--- src/mpp_pkg.sv ---
// Shared constants, role encoding and helpers for the multipurpose pin block
// Contract
// - Up to four microphones, two per data pin
// - Any pin becomes mic data by role
// - Mic bitstreams always pass through decimation filters
// - Channels 0-3: pair A left/right, pair B
// - Seven selectable roles per pin
// - Hardware inputs offer glitch-suppressing debounce
// - Pin state in input and output roles updates once per sample period
// - Program inputs valid only for input roles
// - Program outputs reach pin only in output roles
// - Output pin carries one program Boolean
package mpp_pkg;

  // ==========================================================================
  // Sizes
  localparam int MPP_PINS = 26;
  localparam int MPP_MIC_CH = 4;
  localparam int MPP_PIN_IDX_W = 5;
  localparam int MPP_MIC_W = 20;
  localparam int MPP_DECIM_RATIO = 64;
  localparam int MPP_DEB_CYCLES = 8;
  localparam int MPP_CLK_HZ = 40_000_000;

  // ==========================================================================
  // Register offsets
  localparam logic [15:0] MPP_MIC_CTRL_A_ADDR = 16'hF560;
  localparam logic [15:0] MPP_MIC_CTRL_B_ADDR = 16'hF561;
  localparam logic [15:0] MPP_ROLE_BASE = 16'hF400;
  localparam logic [15:0] MPP_SWIN_BASE = 16'hF440;
  localparam logic [15:0] MPP_READ_BASE = 16'hF480;

  // ==========================================================================
  // Field positions and reset values
  localparam int MPP_ROLE_LSB = 0;
  localparam int MPP_ROLE_W = 3;
  localparam int MPP_DEB_BIT = 3;
  localparam int MPP_MIC_EN_BIT = 0;
  localparam int MPP_MIC_PIN_LSB = 1;
  localparam logic [3:0] MPP_ROLE_RST = 4'h0;
  localparam logic [15:0] MPP_MIC_CTRL_RST = 16'h0000;

  // ==========================================================================
  // Pin roles
  typedef enum logic [2:0] {
    MPP_ROLE_HW_IN = 3'h0,
    MPP_ROLE_SW_IN = 3'h1,
    MPP_ROLE_OUT_PU = 3'h2,
    MPP_ROLE_OUT_NOPU = 3'h3,
    MPP_ROLE_PDM = 3'h4,
    MPP_ROLE_PANIC = 3'h5,
    MPP_ROLE_SPI_SS = 3'h6
  } mpp_role_t;

  // Input roles feed the program
  function automatic logic mpp_is_input(input logic [2:0] role);
    return (role == MPP_ROLE_HW_IN) || (role == MPP_ROLE_SW_IN);
  endfunction

  // Output roles take the program value
  function automatic logic mpp_is_output(input logic [2:0] role);
    return (role == MPP_ROLE_OUT_PU) || (role == MPP_ROLE_OUT_NOPU);
  endfunction

endpackage

--- src/mpp_cic_decim.sv ---
// Third-order CIC decimator turning a one-bit PDM stream into PCM words
`timescale 1ns/1ps
module mpp_cic_decim
  import mpp_pkg::*;
#(
  parameter int DECIM = MPP_DECIM_RATIO,
  parameter int OUT_W = MPP_MIC_W
) (
  input wire logic clk_sys,
  input wire logic reset_n,
  input wire logic enable,
  input wire logic bit_valid,
  input wire logic bit_in,
  output logic [OUT_W-1:0] sample_data,
  output logic sample_valid
);
  localparam int CNT_W = $clog2(DECIM);

  logic [OUT_W-1:0] integ1_reg, integ2_reg, integ3_reg;
  logic [OUT_W-1:0] dly1_reg, dly2_reg, dly3_reg;
  logic [OUT_W-1:0] comb1, comb2, comb3, step;
  logic [CNT_W-1:0] phase_reg;

  // Map bit to +1 or -1 and form comb differences
  always_comb begin
    step = bit_in ? OUT_W'(1) : {OUT_W{1'b1}};
    comb1 = integ3_reg - dly1_reg;
    comb2 = comb1 - dly2_reg;
    comb3 = comb2 - dly3_reg;
  end

  // Integrators at bit rate, combs at output rate
  always_ff @(posedge clk_sys or negedge reset_n) begin
    if (!reset_n) begin
      integ1_reg <= '0;
      integ2_reg <= '0;
      integ3_reg <= '0;
      dly1_reg <= '0;
      dly2_reg <= '0;
      dly3_reg <= '0;
      phase_reg <= '0;
      sample_data <= '0;
      sample_valid <= 1'b0;
    end else if (!enable) begin
      integ1_reg <= '0;
      integ2_reg <= '0;
      integ3_reg <= '0;
      dly1_reg <= '0;
      dly2_reg <= '0;
      dly3_reg <= '0;
      phase_reg <= '0;
      sample_valid <= 1'b0;
    end else begin
      sample_valid <= 1'b0;
      if (bit_valid) begin
        integ1_reg <= integ1_reg + step;
        integ2_reg <= integ2_reg + integ1_reg;
        integ3_reg <= integ3_reg + integ2_reg;
        if (phase_reg == CNT_W'(DECIM - 1)) begin
          phase_reg <= '0;
          dly1_reg <= integ3_reg;
          dly2_reg <= comb1;
          dly3_reg <= comb2;
          sample_data <= comb3;
          sample_valid <= 1'b1;
        end else begin
          phase_reg <= phase_reg + CNT_W'(1);
        end
      end
    end
  end
endmodule // mpp_cic_decim

--- src/mpp_pins.sv ---
// Multipurpose pin role selection, sampling and PDM microphone front end
`timescale 1ns/1ps
module mpp_pins
  import mpp_pkg::*;
#(
  parameter int PINS = MPP_PINS,
  parameter int DEB_CYCLES = MPP_DEB_CYCLES,
  parameter int DECIM = MPP_DECIM_RATIO,
  parameter int MIC_W = MPP_MIC_W
) (
  input wire logic clk_sys,
  input wire logic reset_n,
  input wire logic [15:0] reg_addr,
  input wire logic reg_wr_en,
  input wire logic reg_rd_en,
  input wire logic [15:0] reg_wr_data,
  output logic [15:0] reg_rd_data,
  input wire logic [PINS-1:0] pin_in,
  output logic [PINS-1:0] pin_out,
  output logic [PINS-1:0] pin_oe,
  output logic [PINS-1:0] pin_pullup_en,
  input wire logic sample_strobe,
  input wire logic [PINS-1:0] gp_out_value,
  output logic [PINS-1:0] gp_in_value,
  output logic [PINS-1:0] gp_in_valid,
  input wire logic panic_flag,
  input wire logic spi_ss_n,
  input wire logic bit_clock,
  output logic [MPP_MIC_CH*MIC_W-1:0] mic_sample_data,
  output logic [MPP_MIC_CH-1:0] mic_sample_valid
);
  localparam int DEB_W = $clog2(DEB_CYCLES) + 1;

  // ==========================================================================
  // Register storage
  logic [3:0] role_reg [PINS];
  logic [PINS-1:0] swin_reg;
  logic [15:0] mic_ctrl_a_reg, mic_ctrl_b_reg;

  // Synchronisers and debounce state
  logic [PINS-1:0] pin_meta_reg, pin_sync_reg, deb_val_reg;
  logic [DEB_W-1:0] deb_cnt_reg [PINS];
  logic bclk_meta_reg, bclk_sync_reg, bclk_prev_reg;

  // Per-sample latches
  logic [PINS-1:0] out_latch_reg;

  // Microphone lanes
  logic [MPP_MIC_CH-1:0] mic_en, mic_bit, mic_bit_valid;
  logic bclk_rise, bclk_fall;

  // Index of an address within a pin bank, with a hit flag
  function automatic logic bank_hit(input logic [15:0] addr, input logic [15:0] base,
                                    output logic [MPP_PIN_IDX_W-1:0] idx);
    logic [15:0] diff;
    diff = addr - base;
    idx = diff[MPP_PIN_IDX_W-1:0];
    return (addr >= base) && (diff < 16'(PINS));
  endfunction

  // ==========================================================================
  // Input synchronisers for pins and the bit clock
  always_ff @(posedge clk_sys or negedge reset_n) begin
    if (!reset_n) begin
      pin_meta_reg <= '0;
      pin_sync_reg <= '0;
      bclk_meta_reg <= 1'b0;
      bclk_sync_reg <= 1'b0;
      bclk_prev_reg <= 1'b0;
    end else begin
      pin_meta_reg <= pin_in;
      pin_sync_reg <= pin_meta_reg;
      bclk_meta_reg <= bit_clock;
      bclk_sync_reg <= bclk_meta_reg;
      bclk_prev_reg <= bclk_sync_reg;
    end
  end

  // ==========================================================================
  // Register writes from the slave control port
  always_ff @(posedge clk_sys or negedge reset_n) begin
    logic [MPP_PIN_IDX_W-1:0] widx;
    if (!reset_n) begin
      for (int i = 0; i < PINS; i++) begin
        role_reg[i] <= MPP_ROLE_RST;
      end
      swin_reg <= '0;
      mic_ctrl_a_reg <= MPP_MIC_CTRL_RST;
      mic_ctrl_b_reg <= MPP_MIC_CTRL_RST;
    end else if (reg_wr_en) begin
      if (reg_addr == MPP_MIC_CTRL_A_ADDR) begin
        mic_ctrl_a_reg <= reg_wr_data;
      end else if (reg_addr == MPP_MIC_CTRL_B_ADDR) begin
        mic_ctrl_b_reg <= reg_wr_data;
      end else if (bank_hit(reg_addr, MPP_ROLE_BASE, widx)) begin
        role_reg[widx] <= reg_wr_data[3:0];
      end else if (bank_hit(reg_addr, MPP_SWIN_BASE, widx)) begin
        swin_reg[widx] <= reg_wr_data[0];
      end
    end
  end

  // Registered read data, unmapped addresses read zero
  always_ff @(posedge clk_sys or negedge reset_n) begin
    logic [MPP_PIN_IDX_W-1:0] ridx;
    if (!reset_n) begin
      reg_rd_data <= '0;
    end else if (reg_rd_en) begin
      if (reg_addr == MPP_MIC_CTRL_A_ADDR) begin
        reg_rd_data <= mic_ctrl_a_reg;
      end else if (reg_addr == MPP_MIC_CTRL_B_ADDR) begin
        reg_rd_data <= mic_ctrl_b_reg;
      end else if (bank_hit(reg_addr, MPP_ROLE_BASE, ridx)) begin
        reg_rd_data <= {12'h000, role_reg[ridx]};
      end else if (bank_hit(reg_addr, MPP_SWIN_BASE, ridx)) begin
        reg_rd_data <= {15'h0000, swin_reg[ridx]};
      end else if (bank_hit(reg_addr, MPP_READ_BASE, ridx)) begin
        reg_rd_data <= {15'h0000, gp_in_value[ridx]};
      end else begin
        reg_rd_data <= 16'h0000;
      end
    end
  end

  // ==========================================================================
  // Debounce: a new level must hold DEB_CYCLES clocks before it is taken
  always_ff @(posedge clk_sys or negedge reset_n) begin
    if (!reset_n) begin
      deb_val_reg <= '0;
      for (int i = 0; i < PINS; i++) begin
        deb_cnt_reg[i] <= '0;
      end
    end else begin
      for (int i = 0; i < PINS; i++) begin
        if (pin_sync_reg[i] == deb_val_reg[i]) begin
          deb_cnt_reg[i] <= '0;
        end else if (deb_cnt_reg[i] == DEB_W'(DEB_CYCLES - 1)) begin
          deb_val_reg[i] <= pin_sync_reg[i];
          deb_cnt_reg[i] <= '0;
        end else begin
          deb_cnt_reg[i] <= deb_cnt_reg[i] + DEB_W'(1);
        end
      end
    end
  end

  // ==========================================================================
  // Once-per-sample update of program inputs and output latches
  always_ff @(posedge clk_sys or negedge reset_n) begin
    if (!reset_n) begin
      gp_in_value <= '0;
      gp_in_valid <= '0;
      out_latch_reg <= '0;
    end else if (sample_strobe) begin
      for (int i = 0; i < PINS; i++) begin
        gp_in_valid[i] <= mpp_is_input(role_reg[i][2:0]);
        case (role_reg[i][2:0])
          MPP_ROLE_HW_IN: begin
            gp_in_value[i] <= role_reg[i][MPP_DEB_BIT] ? deb_val_reg[i] : pin_sync_reg[i];
          end
          MPP_ROLE_SW_IN: begin
            gp_in_value[i] <= swin_reg[i];
          end
          default: begin
            gp_in_value[i] <= 1'b0;
          end
        endcase
        if (mpp_is_output(role_reg[i][2:0])) begin
          out_latch_reg[i] <= gp_out_value[i];
        end
      end
    end
  end

  // ==========================================================================
  // Pin drivers by role
  always_ff @(posedge clk_sys or negedge reset_n) begin
    if (!reset_n) begin
      pin_out <= '0;
      pin_oe <= '0;
      pin_pullup_en <= '0;
    end else begin
      for (int i = 0; i < PINS; i++) begin
        case (role_reg[i][2:0])
          MPP_ROLE_OUT_PU: begin
            pin_out[i] <= out_latch_reg[i];
            pin_oe[i] <= 1'b1;
            pin_pullup_en[i] <= 1'b1;
          end
          MPP_ROLE_OUT_NOPU: begin
            pin_out[i] <= out_latch_reg[i];
            pin_oe[i] <= 1'b1;
            pin_pullup_en[i] <= 1'b0;
          end
          MPP_ROLE_PANIC: begin
            pin_out[i] <= panic_flag;
            pin_oe[i] <= 1'b1;
            pin_pullup_en[i] <= 1'b0;
          end
          MPP_ROLE_SPI_SS: begin
            pin_out[i] <= spi_ss_n;
            pin_oe[i] <= 1'b1;
            pin_pullup_en[i] <= 1'b0;
          end
          default: begin
            pin_out[i] <= 1'b0;
            pin_oe[i] <= 1'b0;
            pin_pullup_en[i] <= 1'b0;
          end
        endcase
      end
    end
  end

  // ==========================================================================
  // Microphone lanes: left on bit clock rise, right on fall
  assign bclk_rise = bclk_sync_reg & ~bclk_prev_reg;
  assign bclk_fall = ~bclk_sync_reg & bclk_prev_reg;

  always_comb begin
    logic [15:0] ctrl;
    logic [MPP_PIN_IDX_W-1:0] pidx;
    logic pair_en;
    ctrl = 16'h0000;
    pidx = '0;
    pair_en = 1'b0;
    mic_en = '0;
    mic_bit = '0;
    mic_bit_valid = '0;
    for (int p = 0; p < MPP_MIC_CH / 2; p++) begin
      ctrl = (p == 0) ? mic_ctrl_a_reg : mic_ctrl_b_reg;
      pidx = ctrl[MPP_MIC_PIN_LSB +: MPP_PIN_IDX_W];
      pair_en = ctrl[MPP_MIC_EN_BIT] && (32'(pidx) < PINS)
                && (role_reg[pidx][2:0] == MPP_ROLE_PDM);
      mic_en[2*p] = pair_en;
      mic_en[2*p+1] = pair_en;
      mic_bit[2*p] = pin_sync_reg[pidx];
      mic_bit[2*p+1] = pin_sync_reg[pidx];
      mic_bit_valid[2*p] = pair_en & bclk_rise;
      mic_bit_valid[2*p+1] = pair_en & bclk_fall;
    end
  end

  // One decimator per channel, always in the path
  for (genvar c = 0; c < MPP_MIC_CH; c++) begin : g_mic
    mpp_cic_decim #(
      .DECIM(DECIM),
      .OUT_W(MIC_W)
    ) u_decim (
      .clk_sys(clk_sys),
      .reset_n(reset_n),
      .enable(mic_en[c]),
      .bit_valid(mic_bit_valid[c]),
      .bit_in(mic_bit[c]),
      .sample_data(mic_sample_data[c*MIC_W +: MIC_W]),
      .sample_valid(mic_sample_valid[c])
    );
  end
endmodule // mpp_pins

--- config.mk ---
export PLATFORM = sky130hd
export DESIGN_NAME = mpp_pins
export DESIGN_NICKNAME = d
export VERILOG_FILES = /design/src/mpp_pkg.sv /design/src/mpp_cic_decim.sv /design/src/mpp_pins.sv
export SDC_FILE = /design/constraint.sdc
export NUM_CORES = 2
export LEC_CHECK = 0
export BUFFER_PORTS_ARGS = -buffer_cell sky130_fd_sc_hd__buf_2
export CAP_MARGIN = 0
export CORE_UTILIZATION = 40
export CTS_CLUSTER_SIZE = 25
export DETAILED_ROUTE_END_ITERATION = 8
export SETUP_SLACK_MARGIN = 0.2
export SYNTH_ARGS = -nofsm -noshare
export SYNTH_HDL_FRONTEND = slang
export SYNTH_SLANG_ARGS = --single-unit
export TNS_END_PERCENT = 5
--- constraint.sdc ---
create_clock -name clk_sys -period 6.1 [get_ports clk_sys]
set_input_delay 0.61 -clock clk_sys [delete_from_list [all_inputs] [get_ports clk_sys]]
set_output_delay 0.61 -clock clk_sys [all_outputs]
set_load 0.01 [all_outputs]
### Yosys cells after proc, flatten, opt, wreduce, memory -nomap -nowiden

Cells that the tools add are included.

* add/subtract/negate cells: 57
* $lt $le $gt $ge: 17
* equal/unequal tests: 198
* mux-type cells: 296
* bitwise operators: 40
* reduce and logical (&&, ||, !) cells: 203

Operators with widths (count)
* two-way mux 20 bit: 62
* adder 20 bit: 12
* subtractor 20 bit: 12
* two-way mux 4 bit: 56
* == test 3 bit (second input constant): 54
* == test 3 x 2 -> 1 bit (second input constant): 52
* AND reduction 2 bit: 57
* adder 4 x 1 -> 4 bit (second input constant): 26
* bitwise mux 104 bit: 1
* == test 4 x 3 -> 1 bit (second input constant): 26
* OR reduction 4 bit: 26
* two-way mux 1 bit: 97
* == test 3 x 1 -> 1 bit (second input constant): 26
* zero test 3 bit: 26
* one-hot mux 1 bit (3 select lines): 26
* two-way mux 6 bit: 12
* binary-select mux 4 bit (select 5 bit): 3
* logical OR 1 bit: 52
* one-hot mux 1 bit (2 select lines): 26
* OR reduction 2 bit: 26
* greater-or-equal comparator 16 bit (second input constant): 3
* < comparator 16 x 5 -> 1 bit (second input constant): 3
* subtractor 16 bit (second input constant): 3
* == test 16 bit (second input constant): 2
* 23 further kinds: 122

* register bits after elaboration: 1107
* bits of input ports: 92
* output and inout bits: 230
* word-level logic and storage cells: 965

### Logic depth before layout (Yosys ltp)

* depth after elaboration: 9
* gate-level depth with buffers: 30
* gate-level depth less buffers: 30

### By module

A second synthesis with hierarchy kept.

* cell total of the unflattened synthesis: 7218
* area, all modules: 68229.2 um^2

Modules (own cells, without submodules)
* mpp_pins: instances 1, cells an instance 2028, area an instance 23641.4 um^2, sequential area each 12987.5 um^2
* mpp_cic_decim (g_mic[1].u_decim ...): instances 2, cells an instance 1305, area an instance 11141.9 um^2, sequential area each 3678.5 um^2
* mpp_cic_decim (g_mic[3].u_decim): instances 1, cells an instance 1307, area an instance 11379.7 um^2, sequential area each 3678.5 um^2
* mpp_cic_decim (g_mic[0].u_decim): instances 1, cells an instance 1273, area an instance 10924.2 um^2, sequential area each 3678.5 um^2

### Worst setup path after synthesis

No wires, ideal clock.

* path type: flip-flop to flip-flop
* start: register mic_ctrl_a_reg[1]
* end: register g_mic[0].u_decim.integ1_reg[18]
* library setup time: 0.099 ns
* arrival time: 5.790 ns
* required time: 6.001 ns
* path slack: 0.210 ns
* cell stages (with the launch flop): 18
* buffers on the path: 2
* path through: dfrtp_1 buf_2 buf_4 mux4_2 mux4_2 o21ai_1 inv_1 fa_1 nor2b_1 o21ai_0 a21boi_0 o21ai_0 a21oi_1 a2111oi_0 nor4_1 nor3_1 or3_1 a311oi_1

* word-level cells in the longest chain between the ends: 8

RTL lines
* from (decl): RTL line mpp_pins.sv:38 `logic [15:0] mic_ctrl_a_reg, mic_ctrl_b_reg;`
* from (signal assigned): RTL line mpp_pins.sv:92 `mic_ctrl_a_reg <= reg_wr_data;`
* parallel branches: the longest is 8 deep, another holds adder 20 bit
* to (signal assigned): RTL line mpp_cic_decim.sv:56 `integ1_reg <= integ1_reg + step;`
* to (decl): RTL line mpp_cic_decim.sv:19 `logic [OUT_W-1:0] integ1_reg, integ2_reg, integ3_reg;`

Several ways; the timed one is not identified. The select of a mux whose other input is x is not followed.
A chain may end at the register's enable or synchronous reset.

### Worst setup path after layout

* start: register g_mic[1].u_decim.integ3_reg[0]
* end: register g_mic[1].u_decim.sample_data[19]

* word-level cells in the longest chain between the ends: 3

RTL lines
* from (decl): RTL line mpp_cic_decim.sv:19
* from (signal assigned): RTL line mpp_cic_decim.sv:58 `integ3_reg <= integ3_reg + integ2_reg;`
* subtractor 20 bit: RTL line mpp_cic_decim.sv:27 `comb1 = integ3_reg - dly1_reg;`
* subtractor 20 bit: RTL line mpp_cic_decim.sv:28 `comb2 = comb1 - dly2_reg;`
* subtractor 20 bit: RTL line mpp_cic_decim.sv:29 `comb3 = comb2 - dly3_reg;`
* to (signal assigned): RTL line mpp_cic_decim.sv:64 `sample_data <= comb3;`
* to (decl): RTL line mpp_cic_decim.sv:14 `output logic [OUT_W-1:0] sample_data,`

No other way between the ends.

==> impl_metrics.csv <==
group,metric,value,unit
yosys,yosysMostFrequentCell,"nand2_1",
cells_and_area,fill_cells,15800,
floorplan,dieArea,0.169,mm²
yosys,netlist_top_cells_count,"1151 x nand2_1, 1107 x dfrtp_1, 778 x a21oi_1",
drt,ant_nets,0,
clocking,cts.sinks,1107,
yosys,syn_inst,7363,
cells_and_area,regArea,0.0277,mm²
timing,rsz0062_at_grt,"true",
placed_design,routabilityCongestion,0.904,
run_status,status,"finished clean",
yosys,syn_area,0.0671,mm²
grt,antenna_found_initial,15,
setup_path,crit_type,"reg2reg",
clocking,htree_levels,4,
clocking,clk_latency,0.79,ns
yosys,synth-seq-area-share,0.413,
yosys,yosys.area_share.adder,0.0976,
power,p_leak,34.5,nW
clocking,cts_tree,"yes",
setup_path,crit_path_end_kind,"flip-flop",
cells_and_area,multi_input_area,0.0364,mm²
floorplan,die_w,411,µm
yosys,synth_fp_nets,7964,
clocking,cts_made_buffers,135,
yosys,muxShareOfSynthArea,0.0639,
yosys,synth.area.top_cells,"dfrtp_1 41%, ha_1 9.0%, nand2_1 6.4%, a21oi_1 5.8%, xnor2_1 4.2%",
setup_path,crit_path_top_delay_cell,"dfrtp_1",
cells_and_area,drive_gt1_frac,0.127,
timing,setup_violations,0,
timing,clock_skew,0.0513,ns
drt,routed_wl,169000,µm
grt,grtUsageTotal,0.199,
setup_path,worst-path-stages,28,
yosys,synthSimpleGateAreaFrac,0.166,
grt,grt.overflow.total,0,
yosys,avgSynthCellArea,9.11,µm²
drt,drt_iter0_markers,3143,
floorplan,initial_core_util,0.405,
setup_path,cp_top_family,"compound AO/OA/AOI/OAI gates",
timing,whs,0.0670,ns
clocking,cts_root_buffer,"clkbuf_16",
floorplan,rows,149,
timing,tightest_slew,1.24,ns
yosys,synth.distinct_cells,95,
yosys,synth_top_family_by_area,"simple AND/OR/NAND/NOR gates",
power,p_per_area,233,mW/mm²
placed_design,portBuffers,321,
yosys,ys.warnings.count,0,
yosys,synth_xor_area_frac,0.0615,
setup_path,cp_num_buf_inv,2,
grt,grt_pass1_wl,276000,µm
flow_run,maxCapViolCount,0,
power,irDropWorstVdd,0.272,mV
timing,fmax,180,MHz
yosys,synth-compound-area-share,0.152,
setup_path,worstPathArrival,6.27,ns
cells_and_area,stdcell_count,9882,
floorplan,dieHeight,411,µm
worst_hold_path,hold_class,"in2reg",
drt,wl_per_cell,17.1,µm
floorplan,io_pins,322,
setup_path,r2r_cells,28,
cells_and_area,area_delta_synth_final,13.2,%
setup_path,max_stage_delay,0.40,ns
drt,dr.pass1.iters,5,
setup_path,cp.required,6.81,ns
cells_and_area,nets,8183,
placed_design,numPlacedInstances,9598,
yosys,synth_edf_count,0,
placed_design,hpwl,119000,µm
timing,post-route-period-util,0.910,
setup_path,worst_setup_path_start_kind,"flip-flop",
timing,hold_violations,0,
worst_hold_path,whs_path_depth,2,
timing,drv_slew,0,
yosys,synth_top_area_share,0.413,
yosys,synth-seq-cells,1107,
timing,slew_headroom,0.169,
drt,vias_per_cell,5.34,
grt,grt_max_degree,168,
grt,grt_pass1_vias,51900,
setup_path,path_max_fanout,4,
clocking,clk_path_buf_depth,3,
timing,fin_crit,5.55,ns
clocking,clk_pin_slew,0.06,ns
timing,fin_tns_setup,0,ns
yosys,yosys.area.top_type,"dfrtp_1",
drt,drc,0,
drt,vias,52800,
yosys,synth_flop_cell,"dfrtp_1",
yosys,synthArstFlopShare,1.00,
floorplan,coreArea,0.166,mm²
per-layer routing:
layer	share of wire	vias up	global-route usage
met4	0.031	8	0.0704
met3	0.048	308	0.0355
met5	0.00027	-	0
li1	-	26000	-
met1	0.45	25400	0.260
met2	0.47	1071	0.331
cell usage in the layout (no fill, tap or decap), types with 138 or more instances in the layout:
cell type and n:
ha_1 485, nand3_1 160, clkbuf_16 138, a21oi_1 773, mux2_2 222, buf_2 318, nor2_1 523, dfrtp_1 1107
nor3_1 166, inv_1 437, o21ai_0 324, xnor2_1 320, nand2_1 1147
path summary, 6_finish.rpt:
kind	from	to	slack, ns
worst max-delay path	g_mic[1].u_decim.integ3_reg[0]	g_mic[1].u_decim.sample_data[19]	0.55
worst min-delay path	gp_out_value[16]	out_latch_reg[16]	0.07
worst max register to register	g_mic[1].u_decim.integ3_reg[0]	g_mic[1].u_decim.sample_data[19]	0.55
worst min register to register	pin_meta_reg[7]	pin_sync_reg[7]	0.34
max in group asynchronous	reset_n	g_mic[2].u_decim.integ3_reg[6]	4.11
min in group asynchronous	reset_n	g_mic[1].u_decim.sample_data[1]	0.48
what timing repair did:
action	in CTS	in global routing
buffers inserted	0	1
setup endpoints to repair	0	7
hold endpoints to repair	98	0
resized for setup	0	18
hold buffers	35	0
stage by stage:
step | total power [W] | utilization | area [µm²] | worst slack (ns)
after floorplan | 0.00878 | - | 67100 | 0.210
after global placement | 0.00924 | 0.427 | 70700 | 0.437
after detailed placement | 0.00929 | 0.427 | 70700 | 0.420
after CTS | 0.0180 | 0.458 | 75900 | 0.396
after global routing | 0.0185 | 0.458 | 75900 | 0.105
final | 0.0177 | 0.458 | 75900 | 0.547
cells by family after synthesis:
group                    after synthesis
buffers and inverters                780
AND/OR/NAND/NOR                     2473
adder cells (fa/ha/maj)              509
flip-flops                          1107
XOR/XNOR                             461
AO/OA/AOI/OAI                       1709
multiplexers                         324
cell type report:
cell class                      instances  share of cell area
Multi-Input combinational cell       5476               0.480
Sequential cell                      1107               0.365
Clock buffer                          193              0.0524
Tap cell                             2189              0.0361
Timing Repair Buffer                  422              0.0346
Inverter                              440              0.0218
Clock inverter                         53              0.0104
Antenna cell                            2           0.0000659
report_power, final:
| group | switching (W) | leakage (nW) | total, W | internal [W] |
|---|---|---|---|---|
| Sequential | 0.000283 | 15.1 | 0.00796 | 0.00767 |
| Clock | 0.00337 | 2.33 | 0.00854 | 0.00517 |
| Combinational | 0.000709 | 17.1 | 0.00121 | 0.000501 |
| Total | 0.00436 | 34.5 | 0.0177 | 0.0133 |
(Power assumes the default switching activity.)
